--- config.mk ---
export PLATFORM = sky130hd
export DESIGN_NAME = p1ss_top
export DESIGN_NICKNAME = d
export VERILOG_FILES = /design/src/p1ss_pkg.sv /design/src/p1ss_sync.sv /design/src/p1ss_top.sv
export SDC_FILE = /design/constraint.sdc
export NUM_CORES = 1
export LEC_CHECK = 0
export ABC_CLOCK_PERIOD_IN_PS = 1800
export BUFFER_PORTS_ARGS = -buffer_cell sky130_fd_sc_hd__buf_2
export CAP_MARGIN = 20
export CORE_MARGIN = 2
export CORE_UTILIZATION = 46
export DETAILED_ROUTE_END_ITERATION = 10
export PLACE_DENSITY = 0.79
export SYNTH_ARGS = -nofsm -noshare
export SYNTH_HDL_FRONTEND = slang
export SYNTH_SLANG_ARGS = --single-unit
--- constraint.sdc ---
create_clock -name MCLK_I -period 1.8 [get_ports MCLK_I]
set_input_delay 0.18 -clock MCLK_I [delete_from_list [all_inputs] [get_ports MCLK_I]]
set_output_delay 0.18 -clock MCLK_I [all_outputs]
set_load 0.02 [all_outputs]
--- src/p1ss_pkg.sv ---
// p1ss_pkg: constants and types for the port 1 soft strap default block.
// assumes a 32-bit classic Wishbone slave map and one 125 MHz clock.
// Behaviour
// RULE_01: speed strap seeds speed select bit
// RULE_02: speed strap seeds 10M advertise, mode
// RULE_03: duplex strap seeds duplex mode bit
// RULE_04: duplex strap seeds 10M full advertise, mode
// RULE_05: backpressure strap seeds backpressure enable bit
// RULE_06: pause strap seeds tx and rx pause
// RULE_07: pause bits act only under manual selection
// RULE_08: capture at reset release; EEPROM overrides
// RULE_09: no valid EEPROM restores captured values
// RULE_10: software writes win until next reseed
package p1ss_pkg;

  // strap group, one bit each, carried together
  typedef struct packed {
    logic speed;
    logic duplex;
    logic backpressure;
    logic pause;
  } p1ss_strap_t;

  // loader controller states, gray along settle-capture-apply-run
  typedef enum logic [1:0] {
    ST_SETTLE  = 2'b00,
    ST_CAPTURE = 2'b01,
    ST_APPLY   = 2'b11,
    ST_RUN     = 2'b10
  } p1ss_state_t;

  // register byte offsets
  localparam logic [7:0] OFS_BASIC_CTRL = 8'h00;
  localparam logic [7:0] OFS_AN_ADV = 8'h04;
  localparam logic [7:0] OFS_SPECIAL_MODE = 8'h08;
  localparam logic [7:0] OFS_MANUAL_FLOW = 8'h0c;
  localparam logic [7:0] OFS_STRAP_STAT = 8'h10;

  // field positions
  localparam int BIT_RATE_SEL = 13;
  localparam int BIT_DUPLEX = 8;
  localparam int BIT_ADV_10FD = 6;
  localparam int BIT_ADV_10HD = 5;
  localparam int BIT_MODE_LSB = 5;
  localparam int BIT_RX_PAUSE = 0;
  localparam int BIT_TX_PAUSE = 1;
  localparam int BIT_BP_EN = 2;
  localparam int BIT_MANUAL_SEL = 3;
  localparam int BIT_STAT_EFF_LSB = 4;
  localparam int BIT_STAT_EE = 8;
  localparam int BIT_STAT_READY = 9;

  // reset values
  localparam p1ss_strap_t STRAP_DEFAULT = 4'hf;
  localparam logic MANUAL_SEL_RESET = 1'b0;
  localparam logic [2:0] MODE_RESET = 3'h3;

  // cycles after reset release before straps are sampled (two synchroniser stages)
  localparam logic [1:0] SETTLE_CYCLES = 2'h2;

endpackage

--- src/p1ss_sync.sv ---
// p1ss_sync: two flip-flop level synchroniser, width set by parameter.
// assumes the input is quasi-static; bits may resolve in different cycles.
`timescale 1ns/1ns
module p1ss_sync #(
  parameter int WIDTH = 4,
  parameter logic [WIDTH-1:0] INIT = '0
) (
  // clock and reset
  input wire logic clk_i,
  input wire logic rst_n_i,
  // level in and out
  input wire logic [WIDTH-1:0] async_i,
  output logic [WIDTH-1:0] sync_o
);

  logic [WIDTH-1:0] meta_q;
  logic [WIDTH-1:0] sync_q;

  // first stage feeds only the second stage
  always_ff @(posedge clk_i or negedge rst_n_i)
  begin
    if (!rst_n_i)
    begin
      meta_q <= INIT;
      sync_q <= INIT;
    end
    else
    begin
      meta_q <= async_i;
      sync_q <= meta_q;
    end
  end

  assign sync_o = sync_q;

endmodule // p1ss_sync

--- src/p1ss_top.sv ---
// p1ss_top: port 1 soft strap capture, override and register seeding.
// assumes RSTN_I covers power-on and external_reset_pin; loader inputs on MCLK_I.
`timescale 1ns/1ns
module p1ss_top (
  // clock and reset
  input wire logic MCLK_I,
  input wire logic RSTN_I,
  // strap pins, asynchronous
  input p1ss_pkg::p1ss_strap_t STRAP_PINS_I,
  // eeprom loader and digital reset, same clock
  input wire logic EE_LOAD_I,
  input wire logic EE_VALID_I,
  input p1ss_pkg::p1ss_strap_t EE_STRAP_I,
  input wire logic DIG_RST_I,
  // classic wishbone slave
  input wire logic CYC_I,
  input wire logic STB_I,
  input wire logic WE_I,
  input wire logic [7:0] ADR_I,
  input wire logic [3:0] SEL_I,
  input wire logic [31:0] DAT_I,
  output logic [31:0] DAT_O,
  output logic ACK_O,
  // effective port 1 settings
  output logic SPEED_100_O,
  output logic FULL_DUPLEX_O,
  output logic BACKPRESSURE_EN_O,
  output logic TX_PAUSE_ACTIVE_O,
  output logic RX_PAUSE_ACTIVE_O,
  output logic READY_O
);

  logic [1:0] rst_sync_q;
  logic rst_n;
  p1ss_pkg::p1ss_strap_t pins_sync;

  // reset release through two flops; assertion is asynchronous
  always_ff @(posedge MCLK_I or negedge RSTN_I)
  begin
    if (!RSTN_I)
      rst_sync_q <= 2'h0;
    else
      rst_sync_q <= {rst_sync_q[0], 1'b1};
  end
  assign rst_n = rst_sync_q[1];

  // strap pins enter through the synchroniser
  p1ss_sync #(
    .WIDTH(4),
    .INIT(p1ss_pkg::STRAP_DEFAULT)
  ) u_pin_sync (
    .clk_i(MCLK_I),
    .rst_n_i(rst_n),
    .async_i(STRAP_PINS_I),
    .sync_o(pins_sync)
  );

  // controller and strap state
  p1ss_pkg::p1ss_state_t state_q, state_d;
  logic [1:0] cnt_q, cnt_d;
  p1ss_pkg::p1ss_strap_t latched_q, latched_d;
  p1ss_pkg::p1ss_strap_t eff_q, eff_d;
  logic from_ee_q, from_ee_d;
  logic reseed_evt;

  assign reseed_evt = (EE_LOAD_I || DIG_RST_I) && (state_q == p1ss_pkg::ST_RUN || state_q == p1ss_pkg::ST_APPLY);

  // capture once after release, then override or restore on request
  always_comb
  begin
    state_d = state_q;
    cnt_d = cnt_q;
    latched_d = latched_q;
    eff_d = eff_q;
    from_ee_d = from_ee_q;
    case (state_q)
      p1ss_pkg::ST_SETTLE:
      begin
        cnt_d = cnt_q + 2'h1;
        if (cnt_q == p1ss_pkg::SETTLE_CYCLES - 2'h1)
          state_d = p1ss_pkg::ST_CAPTURE;
      end
      p1ss_pkg::ST_CAPTURE:
      begin
        latched_d = pins_sync; // RULE_08
        eff_d = pins_sync;
        state_d = p1ss_pkg::ST_APPLY;
      end
      p1ss_pkg::ST_APPLY, p1ss_pkg::ST_RUN:
      begin
        state_d = p1ss_pkg::ST_RUN;
        if (reseed_evt)
        begin
          state_d = p1ss_pkg::ST_APPLY;
          if (EE_LOAD_I && EE_VALID_I)
          begin
            eff_d = EE_STRAP_I; // RULE_08
            from_ee_d = 1'b1;
          end
          else
          begin
            eff_d = latched_q; // RULE_09
            from_ee_d = 1'b0;
          end
        end
      end
      default:
        state_d = p1ss_pkg::ST_SETTLE;
    endcase
  end

  always_ff @(posedge MCLK_I or negedge rst_n)
  begin
    if (!rst_n)
    begin
      state_q <= p1ss_pkg::ST_SETTLE;
      cnt_q <= 2'h0;
      latched_q <= p1ss_pkg::STRAP_DEFAULT;
      eff_q <= p1ss_pkg::STRAP_DEFAULT;
      from_ee_q <= 1'b0;
    end
    else
    begin
      state_q <= state_d;
      cnt_q <= cnt_d;
      latched_q <= latched_d;
      eff_q <= eff_d;
      from_ee_q <= from_ee_d;
    end
  end

  // mode field: 000 10 half, 001 10 full, 010 100 half, 011 100 full
  function automatic logic [2:0] mode_of(input p1ss_pkg::p1ss_strap_t s);
    mode_of = {1'b0, s.speed, s.duplex}; // RULE_02 RULE_04
  endfunction

  // register fields
  logic speed_q, speed_d;
  logic duplex_q, duplex_d;
  logic adv_fd_q, adv_fd_d;
  logic adv_hd_q, adv_hd_d;
  logic [2:0] mode_q, mode_d;
  logic bp_q, bp_d;
  logic txp_q, txp_d;
  logic rxp_q, rxp_d;
  logic man_q, man_d;
  logic wr_stb;
  logic lo_en, hi_en;

  assign wr_stb = CYC_I && STB_I && WE_I && !ACK_O;
  assign lo_en = SEL_I[0];
  assign hi_en = SEL_I[1];

  // seeding outranks a write in the same cycle; writes hold until the next seed
  always_comb
  begin
    speed_d = speed_q;
    duplex_d = duplex_q;
    adv_fd_d = adv_fd_q;
    adv_hd_d = adv_hd_q;
    mode_d = mode_q;
    bp_d = bp_q;
    txp_d = txp_q;
    rxp_d = rxp_q;
    man_d = man_q;
    if (state_q == p1ss_pkg::ST_APPLY)
    begin
      speed_d = eff_q.speed; // RULE_01
      duplex_d = eff_q.duplex; // RULE_03
      adv_fd_d = eff_q.duplex & ~eff_q.speed; // RULE_02 RULE_04
      adv_hd_d = ~eff_q.speed; // RULE_02
      mode_d = mode_of(eff_q); // RULE_02 RULE_04
      bp_d = eff_q.backpressure; // RULE_05
      txp_d = eff_q.pause; // RULE_06
      rxp_d = eff_q.pause; // RULE_06
      man_d = p1ss_pkg::MANUAL_SEL_RESET;
    end
    else if (wr_stb)
    begin
      case (ADR_I)
        p1ss_pkg::OFS_BASIC_CTRL:
        begin
          if (hi_en)
            speed_d = DAT_I[p1ss_pkg::BIT_RATE_SEL]; // RULE_10
          if (hi_en)
            duplex_d = DAT_I[p1ss_pkg::BIT_DUPLEX]; // RULE_10
        end
        p1ss_pkg::OFS_AN_ADV:
        begin
          if (lo_en)
          begin
            adv_fd_d = DAT_I[p1ss_pkg::BIT_ADV_10FD]; // RULE_10
            adv_hd_d = DAT_I[p1ss_pkg::BIT_ADV_10HD];
          end
        end
        p1ss_pkg::OFS_SPECIAL_MODE:
        begin
          if (lo_en)
            mode_d = DAT_I[p1ss_pkg::BIT_MODE_LSB +: 3]; // RULE_10
        end
        p1ss_pkg::OFS_MANUAL_FLOW:
        begin
          if (lo_en)
          begin
            rxp_d = DAT_I[p1ss_pkg::BIT_RX_PAUSE]; // RULE_10
            txp_d = DAT_I[p1ss_pkg::BIT_TX_PAUSE];
            bp_d = DAT_I[p1ss_pkg::BIT_BP_EN];
            man_d = DAT_I[p1ss_pkg::BIT_MANUAL_SEL];
          end
        end
        default:
        begin
          speed_d = speed_q;
        end
      endcase
    end
  end

  always_ff @(posedge MCLK_I or negedge rst_n)
  begin
    if (!rst_n)
    begin
      speed_q <= p1ss_pkg::STRAP_DEFAULT.speed;
      duplex_q <= p1ss_pkg::STRAP_DEFAULT.duplex;
      adv_fd_q <= 1'b0;
      adv_hd_q <= 1'b0;
      mode_q <= p1ss_pkg::MODE_RESET;
      bp_q <= p1ss_pkg::STRAP_DEFAULT.backpressure;
      txp_q <= p1ss_pkg::STRAP_DEFAULT.pause;
      rxp_q <= p1ss_pkg::STRAP_DEFAULT.pause;
      man_q <= p1ss_pkg::MANUAL_SEL_RESET;
    end
    else
    begin
      speed_q <= speed_d;
      duplex_q <= duplex_d;
      adv_fd_q <= adv_fd_d;
      adv_hd_q <= adv_hd_d;
      mode_q <= mode_d;
      bp_q <= bp_d;
      txp_q <= txp_d;
      rxp_q <= rxp_d;
      man_q <= man_d;
    end
  end

  // bus answer and live outputs
  logic ack_d;
  logic [31:0] rdat_d;
  logic txa_q, txa_d;
  logic rxa_q, rxa_d;

  always_comb
  begin
    ack_d = CYC_I && STB_I && !ACK_O;
    rdat_d = 32'h0;
    case (ADR_I)
      p1ss_pkg::OFS_BASIC_CTRL:
      begin
        rdat_d[p1ss_pkg::BIT_RATE_SEL] = speed_q;
        rdat_d[p1ss_pkg::BIT_DUPLEX] = duplex_q;
      end
      p1ss_pkg::OFS_AN_ADV:
      begin
        rdat_d[p1ss_pkg::BIT_ADV_10FD] = adv_fd_q;
        rdat_d[p1ss_pkg::BIT_ADV_10HD] = adv_hd_q;
      end
      p1ss_pkg::OFS_SPECIAL_MODE:
        rdat_d[p1ss_pkg::BIT_MODE_LSB +: 3] = mode_q;
      p1ss_pkg::OFS_MANUAL_FLOW:
      begin
        rdat_d[p1ss_pkg::BIT_RX_PAUSE] = rxp_q;
        rdat_d[p1ss_pkg::BIT_TX_PAUSE] = txp_q;
        rdat_d[p1ss_pkg::BIT_BP_EN] = bp_q;
        rdat_d[p1ss_pkg::BIT_MANUAL_SEL] = man_q;
      end
      p1ss_pkg::OFS_STRAP_STAT:
      begin
        rdat_d[3:0] = latched_q;
        rdat_d[p1ss_pkg::BIT_STAT_EFF_LSB +: 4] = eff_q;
        rdat_d[p1ss_pkg::BIT_STAT_EE] = from_ee_q;
        rdat_d[p1ss_pkg::BIT_STAT_READY] = (state_q == p1ss_pkg::ST_RUN);
      end
      default:
        rdat_d = 32'h0; // unmapped reads zero, still acked
    endcase
    // pause bits only steer the mac under manual selection in full duplex
    txa_d = man_q && duplex_q && txp_q; // RULE_07
    rxa_d = man_q && duplex_q && rxp_q; // RULE_07
  end

  always_ff @(posedge MCLK_I or negedge rst_n)
  begin
    if (!rst_n)
    begin
      ACK_O <= 1'b0;
      DAT_O <= 32'h0;
      txa_q <= 1'b0;
      rxa_q <= 1'b0;
    end
    else
    begin
      ACK_O <= ack_d;
      DAT_O <= rdat_d;
      txa_q <= txa_d;
      rxa_q <= rxa_d;
    end
  end

  assign SPEED_100_O = speed_q;
  assign FULL_DUPLEX_O = duplex_q;
  assign BACKPRESSURE_EN_O = bp_q;
  assign TX_PAUSE_ACTIVE_O = txa_q;
  assign RX_PAUSE_ACTIVE_O = rxa_q;
  assign READY_O = (state_q == p1ss_pkg::ST_RUN);
endmodule // p1ss_top

==> flow_metrics.py <==
metrics = {
    "global_routing": {
        "wire_length_of_the_first_global_routing_pass_um": 5927,
        "grt_util_all_layers_pct": 15.08,
        "gr-total-overflow": 0,
        "grt_start_max_net_pins": 28,
        "first_global_vias": 1324,
        "initial_antenna_violation_count": 0,
    },
    "worst_setup_path": {
        "worst-path-max-fanout": 10,
        "critical_path_required_ns": 2.04,
        "crit_path_start_kind": "register",
        "critPathMaxStageDelay_ns": 0.48,
        "cp_top_delay_family": "compound AO/OA/AOI/OAI gates",
        "crit_path_end_kind": "register",
        "critical_path_buf_inv_count": 0,
        "worst_path_max_delay_cell": "sky130_fd_sc_hd__dfrtp_1",
        "worst-endpoint-arrival_ns": 1.67,
        "worst-setup-path-type": "reg -> reg",
        "crit_chain": "nor2_1 > a21o_1 > nor3b_1 > a221o_1",
    },
    "sta": {
        "whs_ns": 0.08993,
        "period_share_pct": 79.68,
        "setup_viol": 0,
        "timing_worst_slew_pin_value_ns": 0.4929,
        "setup_tns_ns": 0,
        "fmaxAchievable_mhz": 697.3,
        "final_slew_viol_count": 0,
        "maxSlewHeadroom_pct": 66.89,
        "finalClockSkew_ns": 0.008981,
        "finalCriticalPeriod_ns": 1.434,
        "report.final.hold_viol_count": 0,
        "rsz_0062_raised_after_global_routing": "false",
    },
    "synthesis": {
        "synthDistinctLibCells": 35,
        "synth_area_per_cell_um2": 12.28,
        "synthDominantCellAreaShare_pct": 29.45,
        "synth_sequential_area_ratio_pct": 57.89,
        "synthMostInstantiatedCell": "sky130_fd_sc_hd__dfrtp_1",
        "synth_ff_type": "sky130_fd_sc_hd__dfrtp_1",
        "post_synth_inst_count": 173,
        "synth.cell_area_mm2": 0.002125,
        "synth_enable_flop_cells": 0,
        "synth_top_cells_by_count": "sky130_fd_sc_hd__dfrtp_1, sky130_fd_sc_hd__dfstp_2, sky130_fd_sc_hd__buf_4, sky130_fd_sc_hd__mux2i_1, sky130_fd_sc_hd__a21oi_1",
        "asyncSetResetFlopFracSynth_pct": 100.0,
        "synth.largest_area_cell": "sky130_fd_sc_hd__dfrtp_1",
        "synth_seq_cells": 48,
        "post_synth_main_area_contributors": "sky130_fd_sc_hd__dfrtp_1, sky130_fd_sc_hd__dfstp_2, sky130_fd_sc_hd__mux2i_1",
        "yosys_warnings": 0,
    },
    "die": {
        "design.core.area_mm2": 0.004414,
        "die_w_um": 71.96,
        "fp.dieH_um": 71.96,
        "rows": 24,
        "die_area_mm2": 0.005178,
        "initial_core_utilization_pct": 48.13,
        "io_pins": 99,
    },
    "drt": {
        "detailedRoute.firstIterationViolations": 72,
        "dr_total_vias": 1421,
        "route.final.wire_length_um": 3709,
        "wl_per_cell_um": 12.97,
        "vias_per_cell": 4.969,
        "ant_nets": 0,
        "dr.pass1.iters": 4,
        "post_detailed_route_drc_marker_count": 0,
    },
    "final_layout": {
        "fin_area_mm2": 0.002541,
        "utilization_pct": 57.57,
        "layout.nets": 294,
        "nFillCells": 383,
        "area_growth_pct": 19.61,
        "layout-drive-gt1-share_pct": 39.32,
        "antenna_cells_inserted": 0,
    },
    "clock_network": {
        "tritoncts_clock_tree": "done",
        "cts-resized-gates": 0,
        "insertion_delay_of_the_later_clocked_pin_in_the_worst_skew_pair_ns": 0.30,
        "cts_buf_count": 5,
        "number_of_sinks_driven_by_the_clock_tree": 48,
        "htreeDepth": 2,
        "cts_buffer_depth": 2,
        "clk_pin_slew_worst_paths_ns": 0.09,
        "root_buffer": "sky130_fd_sc_hd__clkbuf_8",
        "cts_setup_buffers": 0,
    },
    "power": {
        "power_density_mw_per_mm2": 844.9,
        "power_leakage_nw": 1.353,
        "ir_worst_vdd_v": 0.0007394,
    },
    "status": {
        "result_of_the_run": "finished clean",
    },
    "worst_hold_path": {
        "hold_path.class": "in -> reg",
    },
    "place": {
        "postPlaceCellArea_mm2": 0.002376,
        "gp_congestion": 0.7791,
        "dp.final_hpwl_um": 2890,
        "port_buffers": 52,
    },
    "job": {
        "timing.max_cap.violations": 0,
    },
}
path summary, 6_finish.rpt:
| check | depth (start not counted) | slack (ns) | startpoint | endpoint |
|---|---|---|---|---|
| setup / recovery | 4 | 0.37 | state_q[1] | eff_q[2] |
| hold / removal | 3 | 0.09 | STB_I | ACK_O |
| min in group asynchronous | 2 | 0.18 | RSTN_I | rst_sync_q[1] |
| hold reg to reg | 0 | 0.21 | rst_sync_q[1] | DAT_O[6] |
| setup reg to reg | 4 | 0.37 | state_q[1] | eff_q[2] |
| max in group asynchronous | 1 | 1.03 | rst_sync_q[1] | BACKPRESSURE_EN_O |
timing repair:
| item | in CTS | in global routing |
|---|---|---|
| endpoints found under the hold margin | 6 | 0 |
| endpoints found under the setup margin | 0 | 0 |
| hold buffers | 5 | 0 |
state kept, by name, summed over array words and instances (netlist names):
signal,count
adv_hd_q,1
rxp_q,1
FULL_DUPLEX_O,1
eff_q,4
RX_PAUSE_ACTIVE_O,1
latched_q,4
rst_sync_q,2
from_ee_q,1
man_q,1
SPEED_100_O,1
TX_PAUSE_ACTIVE_O,1
BACKPRESSURE_EN_O,1
mode_q,3
state_q,2
DAT_O,11
cnt_q,2
ACK_O,1
adv_fd_q,1
u_pin_sync.sync_o,4
txp_q,1
u_pin_sync.meta_q,4
worst min-delay path, cell delays in order:
cell and delay [ns]:
sky130_fd_sc_hd__buf_2 0.10, sky130_fd_sc_hd__nand2_1 0.05, sky130_fd_sc_hd__nor2_1 0.03
power by group:
part	switching, mW	internal [mW]
Combinational	0.121	0.0747
Clock	0.361	0.418
Sequential	0.0338	1.14
Total	0.516	1.63
final cells by class:
cell class | instances | area (um^2) | share of cell area (%)
Timing Repair Buffer | 59 | 337.8 | 13.29
Inverter | 4 | 15.01 | 0.5908
Tap cell | 52 | 65.06 | 2.560
Sequential cell | 48 | 1231 | 48.45
Clock inverter | 3 | 46.29 | 1.822
Multi-Input combinational cell | 115 | 777.0 | 30.58
Clock buffer | 5 | 68.82 | 2.708
cells by family after synthesis:
| logic type | after synthesis | share of synthesized area (%) |
|---|---|---|
| buffers and inverters | 30 | 9.069 |
| multiplexers | 20 | 9.658 |
| adder cells (fa/ha/maj) | 1 | 0.5888 |
| AND/OR/NAND/NOR | 41 | 12.31 |
| other | 2 | 0.3535 |
| AO/OA/AOI/OAI | 30 | 9.716 |
| XOR/XNOR | 1 | 0.4123 |
| flip-flops | 48 | 57.89 |
cell usage in the layout, fill, tap and decap left out, types with 4 or more instances in the layout:
cell and count:
sky130_fd_sc_hd__mux2i_1 16, sky130_fd_sc_hd__dlygate4sd3_1 5, sky130_fd_sc_hd__and3_1 4, sky130_fd_sc_hd__a22o_1 5, sky130_fd_sc_hd__and2_1 5, sky130_fd_sc_hd__clkbuf_8 5
sky130_fd_sc_hd__nor2_1 9, sky130_fd_sc_hd__dfrtp_1 24, sky130_fd_sc_hd__dfstp_2 23, sky130_fd_sc_hd__nand2_1 8, sky130_fd_sc_hd__inv_1 4, sky130_fd_sc_hd__conb_1 22
sky130_fd_sc_hd__a21oi_1 11, sky130_fd_sc_hd__buf_2 52
layer usage:
metal / up-vias / global-route usage [%] / part of all wire [%]
met5: - / 0 / 0
met4: 0 / 5.031 / 1.0
met3: 5 / 5.139 / 7.8
met2: 54 / 25.10 / 48
met1: 677 / 18.49 / 43
li1: 685 / - / -
per-stage QoR:
stage                     setup slack (ns)  power, mW  std cells
after global placement              0.3027      1.374        273
after global routing                0.2448      2.234        286
after detailed placement            0.2631      1.380        273
after floorplan                     0.4053      1.331        193
final                               0.3658      2.147        286
after CTS                           0.3443      2.173        286
No activity file was read; power rests on OpenSTA's default activity.
